<file path="src/hw/timer2_params.svh">
/*
  timer2_params.svh: register offsets, field positions, reset values and
  fixed counter values for the timer waveform output control block.
  Assumes it is included by its bare name, once per compile unit.
*/
`ifndef TIMER2_PARAMS_SVH
`define TIMER2_PARAMS_SVH

// register offsets on the plain port
`define OFS_CTRL_A 4'h0
`define OFS_CTRL_B 4'h1
`define OFS_COUNT 4'h2
`define OFS_CMP_A 4'h3
`define OFS_CMP_B 4'h4
`define OFS_STATUS 4'h5
`define OFS_CLEAR 4'h6
`define OFS_IRQ_EN 4'h7
`define OFS_PORT 4'h8

// timer_control_b fields
`define B_FORCE_A 7
`define B_FORCE_B 6
`define B_WGM_HI 3
`define B_CLK_SEL_HI 2

// port register fields: data in 1:0, direction in 5:4
`define B_PORT_DIR_LO 4

// status, clear and enable fields
`define B_OVF 0
`define B_MATCH_A 1
`define B_MATCH_B 2

`define RST_BYTE 8'h00
`define CNT_MAX 8'hff
`define CNT_BOTTOM 8'h00

`endif

</file>
<file path="src/hw/timer2_pkg.sv">
/*
  timer2_pkg: types shared by the timer waveform output control block.
  Assumes nothing beyond a SystemVerilog compiler.
*/
package timer2_pkg;

  typedef struct packed {
    logic [1:0] output_mode_a;
    logic [1:0] output_mode_b;
    logic [1:0] rsv;
    logic [1:0] waveform_mode_low_bits;
  } ctrl_a_t;

  typedef enum logic [2:0] {
    kind_normal,
    kind_ctc,
    kind_fast,
    kind_phase,
    kind_reserved
  } wave_kind_t;

endpackage

</file>
<file path="src/hw/timer2_waveform_output_control.sv">
/*
  timer2_waveform_output_control: 8-bit timer with waveform mode decode,
  two compare output channels, sticky event flags and one interrupt.
  Assumes a single clock mclk, a synchronous master on the register port
  and external circuitry resolving the pins from data and enable.
*/
`timescale 1ns/1ps
`include "timer2_params.svh"

module timer2_waveform_output_control
  import timer2_pkg::*;
(
  input wire logic mclk,
  input wire logic rst_b,
  input wire logic [3:0] addr,
  input wire logic [7:0] wdata,
  input wire logic wr,
  input wire logic rd,
  output logic [7:0] rdata,
  output logic irq,
  output logic compare_pin_a,
  output logic compare_pin_a_oe,
  output logic compare_pin_b,
  output logic compare_pin_b_oe
);

  ctrl_a_t ctrl_a;
  logic waveform_mode_high_bit;
  logic [2:0] clk_sel;
  logic [2:0] waveform_mode;
  wave_kind_t kind;
  logic [7:0] cnt;
  logic [7:0] next_cnt;
  logic up;
  logic blk;
  logic [7:0] cmp [2];
  logic [7:0] cmp_buf [2];
  logic [7:0] top;
  logic run;
  logic at_top;
  logic at_bottom;
  logic load_buf;
  logic ovf_evt;
  logic [1:0] match;
  logic [1:0] force_evt;
  logic [2:0] flags;
  logic [2:0] irq_en;
  logic [1:0] port_data;
  logic [1:0] port_dir;
  logic [1:0] wave;
  logic [1:0] pin_q;
  logic [1:0] oe_q;
  logic [7:0] next_rdata;
  logic wr_b;
  logic wr_a;
  logic wr_count;
  logic wr_port;
  logic wr_clear;
  logic wr_irq_en;

  assign waveform_mode = {waveform_mode_high_bit,
                          ctrl_a.waveform_mode_low_bits};
  assign wr_b = wr && addr == `OFS_CTRL_B;
  assign wr_a = wr && addr == `OFS_CTRL_A;
  assign wr_count = wr && addr == `OFS_COUNT;
  assign wr_port = wr && addr == `OFS_PORT;
  assign wr_clear = wr && addr == `OFS_CLEAR;
  assign wr_irq_en = wr && addr == `OFS_IRQ_EN;

  // mode decode
  always_comb begin
    unique case (waveform_mode)
      3'h0: kind = kind_normal;
      3'h1: kind = kind_phase;
      3'h2: kind = kind_ctc;
      3'h3: kind = kind_fast;
      3'h4: kind = kind_reserved;
      3'h5: kind = kind_phase;
      3'h6: kind = kind_reserved;
      3'h7: kind = kind_fast;
    endcase
  end

  // TOP source
  always_comb begin
    if (waveform_mode == 3'h2 || waveform_mode == 3'h5 ||
        waveform_mode == 3'h7) begin
      top = cmp_buf[0];
    end else begin
      top = `CNT_MAX;
    end
  end

  // reserved modes hold the counter and raise no overflow or match events
  assign run = clk_sel != 3'h0 && kind != kind_reserved;
  assign at_top = cnt == top;
  assign at_bottom = cnt == `CNT_BOTTOM;

  // next count
  always_comb begin
    next_cnt = cnt;
    if (kind == kind_phase) begin
      if (up) begin
        next_cnt = at_top ? cnt - 8'h01 : cnt + 8'h01;
      end else begin
        next_cnt = at_bottom ? cnt + 8'h01 : cnt - 8'h01;
      end
    end else if (kind != kind_reserved) begin
      next_cnt = at_top ? `CNT_BOTTOM : cnt + 8'h01;
    end
  end

  // compare buffer load point
  always_comb begin
    unique case (kind)
      kind_fast: load_buf = run && at_top;
      kind_phase: load_buf = run && up && at_top;
      default: load_buf = 1'b1;
    endcase
  end

  // overflow event
  always_comb begin
    unique case (kind)
      kind_phase: ovf_evt = run && !up && at_bottom;
      kind_fast: ovf_evt = run && at_top;
      kind_reserved: ovf_evt = 1'b0;
      default: ovf_evt = run && cnt == `CNT_MAX;
    endcase
  end

  // counter and direction
  always_ff @(posedge mclk) begin
    if (!rst_b) begin
      cnt <= `RST_BYTE;
      up <= 1'b1;
      blk <= 1'b0;
    end else if (wr_count) begin
      // the step after a count write compares nothing
      cnt <= wdata;
      blk <= 1'b1;
    end else begin
      if (run) begin
        cnt <= next_cnt;
        blk <= 1'b0;
      end
      if (kind != kind_phase) begin
        up <= 1'b1;
      end else if (run && up && at_top) begin
        up <= 1'b0;
      end else if (run && !up && at_bottom) begin
        up <= 1'b1;
      end
    end
  end

  // control registers
  always_ff @(posedge mclk) begin
    if (!rst_b) begin
      ctrl_a <= ctrl_a_t'(`RST_BYTE);
      waveform_mode_high_bit <= 1'b0;
      clk_sel <= 3'h0;
    end else if (wr_a) begin
      ctrl_a <= ctrl_a_t'(wdata);
    end else if (wr_b) begin
      waveform_mode_high_bit <= wdata[`B_WGM_HI];
      clk_sel <= wdata[`B_CLK_SEL_HI:0];
    end
  end

  // port data and direction
  always_ff @(posedge mclk) begin
    if (!rst_b) begin
      port_data <= 2'h0;
      port_dir <= 2'h0;
    end else if (wr_port) begin
      port_data <= wdata[1:0];
      port_dir <= wdata[`B_PORT_DIR_LO +: 2];
    end
  end

  // per channel compare, waveform and pin
  genvar ch;
  generate
    for (ch = 0; ch < 2; ch++) begin : g_ch
      logic [1:0] com;
      logic top_skip;
      logic act_up;
      logic tog_ok;
      logic conn;
      logic [3:0] cmp_ofs;

      assign cmp_ofs = (ch == 0) ? `OFS_CMP_A : `OFS_CMP_B;
      assign com = (ch == 0) ? ctrl_a.output_mode_a
                             : ctrl_a.output_mode_b;
      // compare at TOP with the upper mode bit set: fast PWM waveform ignores the match
      assign top_skip = cmp_buf[ch] == top && com[1];
      assign act_up = up && !at_top;
      // value 1 in PWM toggles channel A only with the high bit set
      assign tog_ok = ch == 0 && waveform_mode_high_bit;
      assign match[ch] = run && !blk && cnt == cmp_buf[ch];
      assign force_evt[ch] = wr_b && kind != kind_fast &&
                             kind != kind_phase &&
                             wdata[`B_FORCE_A - ch];

      always_comb begin
        if (com == 2'h0) begin
          conn = 1'b0;
        end else if (com == 2'h1 &&
                     (kind == kind_fast || kind == kind_phase)) begin
          conn = tog_ok;
        end else begin
          conn = 1'b1;
        end
      end

      always_ff @(posedge mclk) begin
        if (!rst_b) begin
          cmp[ch] <= `RST_BYTE;
        end else if (wr && addr == cmp_ofs) begin
          cmp[ch] <= wdata;
        end
      end

      always_ff @(posedge mclk) begin
        if (!rst_b) begin
          cmp_buf[ch] <= `RST_BYTE;
        end else if (load_buf) begin
          cmp_buf[ch] <= cmp[ch];
        end
      end

      // waveform state runs whatever the pin routing
      always_ff @(posedge mclk) begin
        if (!rst_b) begin
          wave[ch] <= 1'b0;
        end else if (kind == kind_fast) begin
          // the BOTTOM action lands on the step from TOP to zero
          if (run && at_top && com[1]) begin
            wave[ch] <= !com[0];
          end else if (match[ch] && !top_skip) begin
            if (com == 2'h1 && tog_ok) begin
              wave[ch] <= !wave[ch];
            end else if (com[1]) begin
              wave[ch] <= com[0];
            end
          end
        end else if (kind == kind_phase) begin
          // a match at TOP takes the down-counting action
          if (match[ch]) begin
            if (com == 2'h1 && tog_ok) begin
              wave[ch] <= !wave[ch];
            end else if (com[1]) begin
              wave[ch] <= act_up ? com[0] : !com[0];
            end
          end
        end else if (match[ch] || force_evt[ch]) begin
          unique case (com)
            2'h0: wave[ch] <= wave[ch];
            2'h1: wave[ch] <= !wave[ch];
            2'h2: wave[ch] <= 1'b0;
            2'h3: wave[ch] <= 1'b1;
          endcase
        end
      end

      always_ff @(posedge mclk) begin
        if (!rst_b) begin
          pin_q[ch] <= 1'b0;
          oe_q[ch] <= 1'b0;
        end else begin
          pin_q[ch] <= conn ? wave[ch] : port_data[ch];
          oe_q[ch] <= port_dir[ch];
        end
      end
    end
  endgenerate

  assign compare_pin_a = pin_q[0];
  assign compare_pin_a_oe = oe_q[0];
  assign compare_pin_b = pin_q[1];
  assign compare_pin_b_oe = oe_q[1];

  // sticky flags: a new event beats a clear in the same cycle
  always_ff @(posedge mclk) begin
    if (!rst_b) begin
      flags <= 3'h0;
    end else begin
      for (int i = 0; i < 3; i++) begin
        if (i == `B_OVF && ovf_evt) begin
          flags[i] <= 1'b1;
        end else if (i == `B_MATCH_A && match[0]) begin
          flags[i] <= 1'b1;
        end else if (i == `B_MATCH_B && match[1]) begin
          flags[i] <= 1'b1;
        end else if (wr_clear && wdata[i]) begin
          flags[i] <= 1'b0;
        end
      end
    end
  end

  always_ff @(posedge mclk) begin
    if (!rst_b) begin
      irq_en <= 3'h0;
    end else if (wr_irq_en) begin
      irq_en <= wdata[2:0];
    end
  end

  always_ff @(posedge mclk) begin
    if (!rst_b) begin
      irq <= 1'b0;
    end else begin
      // level output, one cycle behind the flags
      irq <= |(flags & irq_en);
    end
  end

  // read mux
  always_comb begin
    next_rdata = 8'h00;
    unique case (addr)
      `OFS_CTRL_A: begin
        next_rdata = ctrl_a;
        next_rdata[3:2] = 2'h0;
      end
      // force strobes and bits 7:4 read as zero
      `OFS_CTRL_B: begin
        next_rdata[`B_WGM_HI] = waveform_mode_high_bit;
        next_rdata[`B_CLK_SEL_HI:0] = clk_sel;
      end
      `OFS_COUNT: next_rdata = cnt;
      `OFS_CMP_A: next_rdata = cmp[0];
      `OFS_CMP_B: next_rdata = cmp[1];
      `OFS_STATUS: next_rdata = {5'h00, flags};
      `OFS_IRQ_EN: next_rdata = {5'h00, irq_en};
      `OFS_PORT: next_rdata = {2'h0, port_dir, 2'h0, port_data};
      default: next_rdata = 8'h00;
    endcase
  end

  always_ff @(posedge mclk) begin
    if (!rst_b) begin
      rdata <= 8'h00;
    end else if (rd) begin
      rdata <= next_rdata;
    end else begin
      rdata <= 8'h00;
    end
  end

endmodule

</file>
<file path="config.mk">
export PLATFORM = sky130hd
export DESIGN_NAME = timer2_waveform_output_control
export DESIGN_NICKNAME = d
export VERILOG_FILES = /design/src/hw/timer2_pkg.sv /design/src/hw/timer2_waveform_output_control.sv
export VERILOG_INCLUDE_DIRS = /design/src /design/src/hw
export SDC_FILE = /design/constraint.sdc
export NUM_CORES = 1
export LEC_CHECK = 0
export BUFFER_PORTS_ARGS = -buffer_cell sky130_fd_sc_hd__buf_2
export CELL_PAD_IN_SITES_DETAIL_PLACEMENT = 0
export CELL_PAD_IN_SITES_GLOBAL_PLACEMENT = 1
export CORE_ASPECT_RATIO = 0.7
export CORE_MARGIN = 3
export CORE_UTILIZATION = 47
export DETAILED_ROUTE_END_ITERATION = 7
export PLACE_DENSITY_LB_ADDON = 0.1
export RECOVER_POWER = 100
export SLEW_MARGIN = 15
export SYNTH_ARGS = -nofsm -noshare
export SYNTH_HDL_FRONTEND = slang
export SYNTH_SLANG_ARGS = --single-unit
</file>
<file path="constraint.sdc">
create_clock -name mclk -period 3.4 [get_ports mclk]
set_clock_uncertainty 0.05 [all_clocks]
set_input_delay 0.34 -clock mclk [delete_from_list [all_inputs] [get_ports mclk]]
set_output_delay 0.34 -clock mclk [all_outputs]
set_load 0.02 [all_outputs]
</file>
# Yosys cells after proc, flatten, opt, wreduce, memory -nomap -nowiden
# Memory sizes are Yosys's and may differ from the RTL's.
# Index checks and enable logic that the tools add are counted.
dict set report op_classes {
  add_sub_neg 2
  n_eq_ne 39
  n_mux 66
  bitwise 7
  n_reduce_logical 69
}
# cell count
set ops {}
lappend ops {{8-bit 2-to-1 mux} 13}
lappend ops {{1-bit 2-to-1 mux} 47}
lappend ops {{8-bit == test} 5}
lappend ops {{1-bit logical AND} 35}
lappend ops {{4-bit case mux with 8 select lines} 1}
lappend ops {{4-bit case mux with 5 select lines} 1}
lappend ops {{4-bit by 3-bit == test with 1-bit output (second input constant)} 4}
lappend ops {{3-bit inequality test (second input constant)} 5}
lappend ops {{3-bit nonzero test} 5}
lappend ops {{6-bit AND reduction} 2}
lappend ops {{3-bit by 2-bit == test with 1-bit output (second input constant)} 3}
lappend ops {{3-bit == test (second input constant)} 3}
lappend ops {{1-bit logical NOT} 9}
lappend ops {{3-bit by 1-bit inequality test with 1-bit output (second input constant)} 3}
lappend ops {{3-bit by 2-bit inequality test with 1-bit output (second input constant)} 3}
lappend ops {{1-bit case mux with 3 select lines} 3}
lappend ops {{8-bit by 1-bit adder with 8-bit output (second input constant)} 1}
lappend ops {{2-bit == test (second input constant)} 4}
lappend ops {{4-bit by 2-bit == test with 1-bit output (second input constant)} 2}
lappend ops {{8-bit == test (second input constant)} 1}
lappend ops {{8-bit logical NOT} 1}
lappend ops {{2-bit AND reduction} 4}
lappend ops {{2-bit nonzero test} 4}
lappend ops {{8-bit by 1-bit subtractor with 8-bit output (second input constant)} 1}
lappend ops {{13 further kinds} 23}
dict set report word_totals {
  reg_bits 45
  ram_bits 32
  mem_bits_ro 24
  in_bits 16
  output_inout_bits 13
  memories 3
}
# memory depth width rd rd_clocked_by_memory_dff wr line
set memory_table {}
lappend memory_table {{(no name shown)} 8 3 1 0 0 timer2_waveform_output_control.sv:72} ;# unique case (waveform_mode)
lappend memory_table {cmp 2 8 2 0 2 timer2_waveform_output_control.sv:36} ;# logic [7:0] cmp [2];
lappend memory_table {cmp_buf 2 8 2 0 2 timer2_waveform_output_control.sv:37} ;# logic [7:0] cmp_buf [2];

# Longest topological paths before layout
# Gate-level depths: netlist of the first run.
dict set report depth {
  ltp_word 13
  mapped_depth 12
  mapped_depth_nobuf 10
}

# Least setup slack after synthesis of the first run
# No wires, ideal clock.
dict set report synth_timing {
  path_type {register to register}
  start {register ctrl_a[0] (netlist bit)}
  end {memory cmp_buf[0][0] (enable)}
  setup_time_ps 373
  arrival_ps 2678
  t_required_ps 2977
  slack_ps 299
  stages_incl_launch_ff 11
  synth_period_minus_slack_ps 3101
  path_cell_list {dfxtp_1 clkinv_1 ha_1 nor2_1 a211oi_1 o22ai_1 nand4_2 buf_2 o31ai_2 clkbuf_1 or2_1}
}
# item line
set synth_rtl {}
lappend synth_rtl {{from (decl)} timer2_waveform_output_control.sv:27} ;# ctrl_a_t ctrl_a;
lappend synth_rtl {{from (signal assigned)} timer2_waveform_output_control.sv:160} ;# ctrl_a <= ctrl_a_t'(`RST_BYTE);
lappend synth_rtl {{from (signal assigned)} timer2_waveform_output_control.sv:164} ;# ctrl_a <= ctrl_a_t'(wdata);
lappend synth_rtl {{to (decl)} timer2_waveform_output_control.sv:37}

# Final worst setup path of the first run
dict set report layout_timing {
  start {register waveform_mode_high_bit, in the netlist g_ch[0].tog_ok}
  end {register cnt[3]}
}
dict set report layout_via {
  elab_chain_len 10
  elab_cells_between_ends 21
  classes_between {6 x eq/ne; 8 x mux; 6 x reduce/logical; 1 x memory}
}
# item line
set layout_rtl {}
lappend layout_rtl {{from (decl)} timer2_waveform_output_control.sv:28} ;# logic waveform_mode_high_bit;
lappend layout_rtl {{from (signal assigned)} timer2_waveform_output_control.sv:166} ;# waveform_mode_high_bit <= wdata[`B_WGM_HI];
lappend layout_rtl {{3-bit by 2-bit == test with 1-bit output or 3-bit == test (tied branches)} timer2_waveform_output_control.sv:86} ;# if (waveform_mode == 3'h2 || waveform_mode == 3'h5 ||
lappend layout_rtl {{1-bit logical OR (2 in a row)} timer2_waveform_output_control.sv:86}
lappend layout_rtl {{8-bit 2-to-1 mux} timer2_waveform_output_control.sv:86}
lappend layout_rtl {{8-bit == test} timer2_waveform_output_control.sv:96} ;# assign at_top = cnt == top;
lappend layout_rtl {{8-bit 2-to-1 mux, on equally long branches} {timer2_waveform_output_control.sv:109, timer2_waveform_output_control.sv:104}}
lappend layout_rtl {{8-bit 2-to-1 mux, on equally long branches} {timer2_waveform_output_control.sv:108, timer2_waveform_output_control.sv:103}}
lappend layout_rtl {{8-bit 2-to-1 mux} timer2_waveform_output_control.sv:102} ;# if (kind == kind_phase) begin
lappend layout_rtl {{8-bit 2-to-1 mux} timer2_waveform_output_control.sv:143} ;# if (run) begin
lappend layout_rtl {{8-bit 2-to-1 mux} timer2_waveform_output_control.sv:138} ;# end else if (wr_count) begin
lappend layout_rtl {{to (signal assigned)} timer2_waveform_output_control.sv:135} ;# cnt <= `RST_BYTE;
lappend layout_rtl {{to (signal assigned)} timer2_waveform_output_control.sv:140} ;# cnt <= wdata;
lappend layout_rtl {{to (signal assigned)} timer2_waveform_output_control.sv:144} ;# cnt <= next_cnt;
lappend layout_rtl {{to (decl)} timer2_waveform_output_control.sv:32} ;# logic [7:0] cnt;
# Several ways; a longest one is shown, not always the timed one. The select of a mux whose other input is x is not followed.
# A chain may end at the register's enable or synchronous reset.

==> flow_metrics.tcl, run 1 <==
set metrics [dict create \
    synth_area_per_cell_um2 8.737 \
    worst_r2r_path_depth 9 \
    number_of_instances_resized_during_post_cts_repair 0 \
    grt_pass1_vias 3828 \
    postRouteWirelength_um 14240 \
    syn-instance-count 522 \
    design.die.area_mm2 0.01094 \
    report.final.setup_viol 0 \
    cts_root_buffer "clkbuf_16" \
    maximum_fanout_count_along_the_critical_path 11 \
    p_leak_nw 1.969 \
    core-area_mm2 0.009253 \
    synth.net_count 544 \
    p_total_mw 2.323 \
    ys_types 63 \
    worst_margin_slew_ps 1388 \
    run_status "finished, final reports clean" \
    synth_edf_count 32 \
    hold_viol_final 0 \
    nFillCells 864 \
    timing.final.crit_share 0.9284 \
    hold_path.class "primary input to flop" \
    postSynth.asyncResetShare 0 \
    detailed_place_hpwl_um 10570 \
    setup_tns_ps 0 \
    timing.max_cap.violations 0 \
    setup.worst_path.start "g_ch[0].tog_ok" \
    clock_power_share 0.461 \
    worst_setup_path_type "flop to flop" \
    placementRows 29 \
    swShare 0.2553 \
    first_pass_grt_wire_length_um 22000 \
    rsz0062_at_grt "false" \
    power_frac_seq 0.446 \
    clock_sinks 77 \
    report.final.slew_viol_count 0 \
    share_comb_of_total_power 0.092 \
    internal_power_mw 1.730 \
    post_cts_hold_buffer_count 0 \
    yosys_most_used_dff "dfxtp_1" \
    clk_latency_ps 340 \
    drt_pre_antenna_iters 5 \
    detail_route.wl_per_cell_um 21.01 \
    global_route.overflow_total 0 \
    port-buffer-count 28 \
    route.antenna.remaining_nets 0 \
    cts_tree "built" \
    grt_usage 0.2711 \
    irDropWorstVdd_v 0.0003235 \
    die_y_um 88.42 \
    r2r_end "cnt[3]" \
    initial_standard_cell_utilization_of_the_core 0.4929 \
    area_growth_syn_to_layout_pct 13.64 \
    viasPerCell 6.336 \
    yosysWarnings 0 \
    max_freq_ghz 0.3168 \
    cts.repair_timing.setup_buffer_count 0 \
    worstPathRequired_ps 3640 \
    critical_path.reg2reg.startpoint "g_ch[0].tog_ok" \
    critical_path_arrival_ps 3390 \
    n_antenna_cell 0 \
    grt_start_max_net_pins 34 \
    pwr_density_cell_mw_per_mm2 448.2 \
    route.vias.total 4296 \
    critical_path.endpoint "cnt[3]" \
    cts.clk_slew.worst_paths_ps 70 \
    clock_tree.htree_level_count 3 \
    critical_path.startpoint_type "flop" \
    number_of_synthesized_register_bits 77 \
    seq_area_frac_synth 0.4082 \
    finalNetCount 571 \
    post_route_cells_drive_above_1_share 0.1173 \
    finalWorstPathRequiredPeriod_ps 3156 \
    die_w_um 123.7 \
    cts_made_buffers 9 \
    synth_area_mm2 0.004561 \
    io_pins 29 \
    ff2ff_setup_slack_ps 240 \
    drtIter0Drc 642 \
    switchingPower_mw 0.5929 \
    max_slew_margin 0.07483 \
    antenna_found_initial 0 \
    remaining_drc_errors 0 \
    clock_path_buffers 2 \
    worst_setup_path_end_kind "flop" \
    gp_routability_congestion 0.9532 \
]
cells in the mapped netlist (4+ instances only):
cell      number  area (um^2)
nor4bb_1       4        40.04
edfxtp_1      32        960.9
ha_1           6        75.07
o22ai_1        8        50.05
clkbuf_1      29        108.9
nor2b_1        4        25.02
a222oi_1       4        40.04
a21oi_1       31        155.2
o21ai_0       16        80.08
nor3_1         9        45.04
and2_1        20        125.1
a221oi_1       6        52.55
nand2_1       50        187.7
mux2i_1       14        140.1
a31oi_1       11        68.82
inv_1         16        60.06
xnor2_1        9        78.83
buf_1          4        15.01
nand3_1       20        100.1
xor2_1        11        96.34
a22oi_1        9        67.56
nand4_1        8        50.05
a211oi_1       8        60.06
nor2_1        56        210.2
or3_1          4        25.02
dfxtp_1       45        900.9
nor4_1         9        56.30
and3_1        21        131.4
routing by layer:
metal  share of wire  up-vias  track usage  routed length [um]
met2            0.42      241       0.3673                5925
met4           0.015        2      0.08141                 220
met1            0.46     2038       0.4127                6508
met5          0.0031        -      0.02679                  44
li1                -     1991            -                   -
met3            0.11       24      0.07540                1546
worst min-delay path by stage:
stage	from	end	slack (ps)	depth (start not counted)
6_report	wdata[2]	irq_en[2]	270	3
5_1_grt	wdata[2]	irq_en[2]	290	3
4_1_cts	wdata[2]	irq_en[2]	260	3
3_5_place_dp	flags[2]	flags[2]	430	2
3_3_place_gp	blk	blk	420	2
2_1_floorplan	port_dir[1]	port_dir[1]	390	2
power groups by stage:
| stage | logic (mW) | registers, mW | clock network [mW] |
|---|---|---|---|
| after global placement | 0.211 | 1.05 | 0 |
| final | 0.215 | 1.04 | 1.07 |
| after floorplan | 0.149 | 1.03 | 0 |
| after global routing | 0.233 | 1.04 | 1.12 |
| after detailed placement | 0.211 | 1.05 | 0 |
| after CTS | 0.212 | 1.03 | 1.09 |
cell families (layout without fill, tap and decap cells):
group                      after synthesis  count (layout)  synth area share
and+or+nand+nor                        221             221            0.2483
AOI/OAI and AO/OA                      125             125            0.1923
DFF                                     77              77            0.4082
adders and majority gates                6               6           0.01646
xor gates and xnor gates                20              20           0.03841
buffers and inverters                   54              86           0.04828
muxes                                   19              19           0.04801
worst max-delay path: stages (launching register included):
cell and delay (ps):
dfxtp_1 560, nor2_1 210, or2_0 400, o22ai_1 260, nand4_2 410, a211oi_4 470
clkbuf_1 340, o311ai_1 160, o21ai_0 100, o31a_1 130
flip-flops by register name, summed over array words and instances, names as in the netlist:
| register | cells |
|---|---|
| cmp | 16 |
| cmp_buf | 16 |
| cnt | 8 |
| rdata | 8 |
| g_ch.com | 4 |
| clk_sel | 3 |
| flags | 3 |
| irq_en | 3 |
| ctrl_a | 2 |
| port_data | 2 |
| port_dir | 2 |
| wave | 2 |
| blk | 1 |
| compare_pin_a | 1 |
| compare_pin_a_oe | 1 |
| compare_pin_b | 1 |
| compare_pin_b_oe | 1 |
| g_ch.tog_ok | 1 |
| irq | 1 |
| up | 1 |
metrics by stage:
step | utilization | hold WS (ps) | instances | worst slack [ps] | area, um^2
6_report | 0.5601 | 270.9 | 678 | 243.5 | 5182
5_1_grt | 0.5601 | 287.5 | 678 | 136.1 | 5182
4_1_cts | 0.5640 | 262.8 | 678 | 454.5 | 5219
3_5_place_dp | 0.5282 | 426.4 | 662 | 452.4 | 4887
3_3_place_gp | 0.5282 | 417.1 | 662 | 644.6 | 4887
2_1_floorplan | - | 394.4 | 522 | 298.9 | 4561
layout make-up:
cell class | count | area [um^2] | area share
Multi-Input combinational cell | 391 | 2474 | 0.4773
Sequential cell | 77 | 1862 | 0.3592
Timing Repair Buffer | 53 | 296.5 | 0.05722
Clock buffer | 9 | 225.2 | 0.04346
Tap cell | 124 | 155.1 | 0.02994
Clock inverter | 7 | 106.4 | 0.02052
Inverter | 17 | 63.81 | 0.01231
layout by cell type, fill, tap and decap left out, types with 4 or more instances in the layout:
cell type  Yosys  final
a222oi_1       4      4
nand4_1        8      8
buf_2          1     14
nor4_1         9      9
o22ai_1        8      8
buf_4          0     21
clkbuf_1      29     17
clkbuf_16      0      9
nor2b_1        4      4
ha_1           6      6
and3_1        21     21
nor4bb_1       4      4
xnor2_1        9      9
a221oi_1       6      6
mux2i_1       14     14
xor2_1        11     11
nand2_1       50     50
a21oi_1       31     31
nor3_1         9      9
a31oi_1       11     11
or3_1          4      4
a211oi_1       8      8
nor2_1        56     56
and2_0         0     14
a22oi_1        9      9
inv_1         16     16
o21ai_0       16     17
edfxtp_1      32     32
and2_1        20      6
nand3_1       20     20
dfxtp_1       45     45
Power figures use the tool's default switching activity.
==> inputs of run 2 (changes only) <==
--- a/config.mk
+++ b/config.mk
@@ -10,7 +10,6 @@
 export CELL_PAD_IN_SITES_DETAIL_PLACEMENT = 0
 export CELL_PAD_IN_SITES_GLOBAL_PLACEMENT = 1
 export CORE_ASPECT_RATIO = 0.7
-export CORE_MARGIN = 3
 export CORE_UTILIZATION = 47
 export DETAILED_ROUTE_END_ITERATION = 7
 export PLACE_DENSITY_LB_ADDON = 0.1
==> flow_metrics.tcl, run 2 (same netlist as run 1, synthesis figures left out) <==
set metrics [dict create \
    port-buffer-count 28 \
    placementRows 29 \
    reg.largest.list "cmp: 16 flops, cmp_buf: 16 flops" \
    final_util 0.5584 \
    setup.worst_path.start "ctrl_a[0]" \
    area_growth_syn_to_layout_pct 13.28 \
    max_freq_ghz 0.3250 \
    clock_path_buffers 2 \
    report.final.setup_viol 0 \
    critical_path_arrival_ps 3310 \
    die_w_um 119.7 \
    cts.repair_timing.setup_buffer_count 0 \
    worst_margin_slew_ps 1392 \
    cts_root_buffer "clkbuf_16" \
    r2r_end "cnt[3]" \
    worst_setup_path_type "flop to flop" \
    drt_pre_antenna_iters 5 \
    grt_usage 0.2935 \
    route.vias.total 4266 \
    hold_path.class "primary input to flop" \
    grt_start_max_net_pins 34 \
    timing.max_cap.violations 0 \
    timing.final.crit_share 0.9050 \
    route.antenna.remaining_nets 0 \
    post_dp_cell_area_mm2 0.004895 \
    post_cts_hold_buffer_count 0 \
    irDropWorstVdd_v 0.0003070 \
    design.die.area_mm2 0.01011 \
    cts.clk_slew.worst_paths_ps 60 \
    worstPathRequired_ps 3630 \
    clk_latency_ps 340 \
    critical_path.endpoint "cnt[3]" \
    switchingPower_mw 0.5979 \
    antenna_found_initial 0 \
    internal_power_mw 1.655 \
    maximum_fanout_count_along_the_critical_path 11 \
    swShare 0.2654 \
    setup_tns_ps 0 \
    number_of_instances_resized_during_post_cts_repair 0 \
    max_slew_margin 0.07224 \
    clock_sinks 77 \
    post_route_cells_drive_above_1_share 0.1189 \
    core-area_mm2 0.009253 \
    first_pass_grt_wire_length_um 22060 \
    clock_power_share 0.444 \
    hold_viol_final 0 \
    worst_setup_path_end_kind "flop" \
    rsz0062_at_grt "false" \
    critical_path.reg2reg.startpoint "ctrl_a[0]" \
    power_frac_seq 0.460 \
    postRouteWirelength_um 14370 \
    io_pins 29 \
    worst_r2r_path_depth 11 \
    viasPerCell 6.283 \
    drtIter0Drc 631 \
    critical_path.startpoint_type "flop" \
    initial_standard_cell_utilization_of_the_core 0.4929 \
    grt_pass1_vias 3853 \
    remaining_drc_errors 0 \
    global_route.overflow_total 0 \
    final_area_mm2 0.005166 \
    cts_made_buffers 9 \
    detailed_place_hpwl_um 10580 \
    pwr_density_cell_mw_per_mm2 436.2 \
    die_y_um 84.42 \
    clock_tree.htree_level_count 3 \
    detail_route.wl_per_cell_um 21.16 \
    cts_tree "built" \
    n_antenna_cell 0 \
    finalWorstPathRequiredPeriod_ps 3077 \
    finalNetCount 572 \
    ff2ff_setup_slack_ps 320 \
    most-common-layout-cells "nor2_1, nand2_1, dfxtp_1" \
    mostFrequentLayoutCell "nor2_1" \
    p_leak_nw 1.968 \
    gp_routability_congestion 0.9260 \
    share_comb_of_total_power 0.097 \
    run_status "finished, final reports clean" \
    report.final.slew_viol_count 0 \
]
==> run 2: cell count changes in the layout (fill, tap and decap cells not counted), sizes merged <==
cell	change
buf	+1
clkinv	+1
bufinv	-1
==> run 2: per-layer routing <==
layer  routed length (um)  GRT usage  up-vias
met5                    0          0        -
met4                  258    0.07500        0
met3                 1655     0.1046       23
met2                 5803     0.3999      222
met1                 6653     0.4337     2036
li1                     -          -     1985
==> run 2: worst max-delay path, stage by stage, from the launching register on <==
cell and delay, ps:
dfxtp_1 390, clkinv_1 110, ha_1 200, nor2_1 350, a211oi_1 100, o22ai_1 250
nand4_2 400, a211oi_4 440, clkbuf_1 330, o311ai_1 150, o21ai_0 100, o31a_1 150
==> run 2: per-stage QoR <==
step / hold WS [ps] / setup WS, ps / cells / total power [mW]
floorplan: 394.4 / 298.9 / 522 / 1.180
global placement: 416.7 / 622.2 / 663 / 1.266
detailed placement: 417.1 / 500.1 / 663 / 1.267
CTS: 261.5 / 494.1 / 679 / 2.262
global route: 280.0 / 122.2 / 679 / 2.321
finish: 271.0 / 322.8 / 679 / 2.253
==> run 2: worst min-delay path by stage <==
stage	from	slack, ps	depth (start not counted)	end
after detailed placement	flags[2]	420	2	flags[2]
after global placement	blk	420	2	blk
after global routing	wdata[4]	280	3	port_dir[0]
after floorplan	port_dir[1]	390	2	port_dir[1]
after CTS	wdata[4]	260	3	port_dir[0]
final	wdata[4]	270	3	port_dir[0]
==> run 2: power groups by stage <==
stage / logic (mW) / clock network [mW] / registers (mW)
after floorplan: 0.149 / 0 / 1.03
after CTS: 0.215 / 1.01 / 1.03
final: 0.218 / 1.00 / 1.04
after detailed placement: 0.213 / 0 / 1.05
after global placement: 0.212 / 0 / 1.05
after global routing: 0.235 / 1.05 / 1.04
==> run 2: final cells by class <==
class | count | area [um^2]
multi-input combinational | 391 | 2474
sequential | 77 | 1862
inverter | 17 | 63.81
tap | 124 | 155.1
clock buffer | 9 | 225.2
clock inverter | 7 | 82.58
fill | 878 | 4086
timing repair buffer | 54 | 304.0
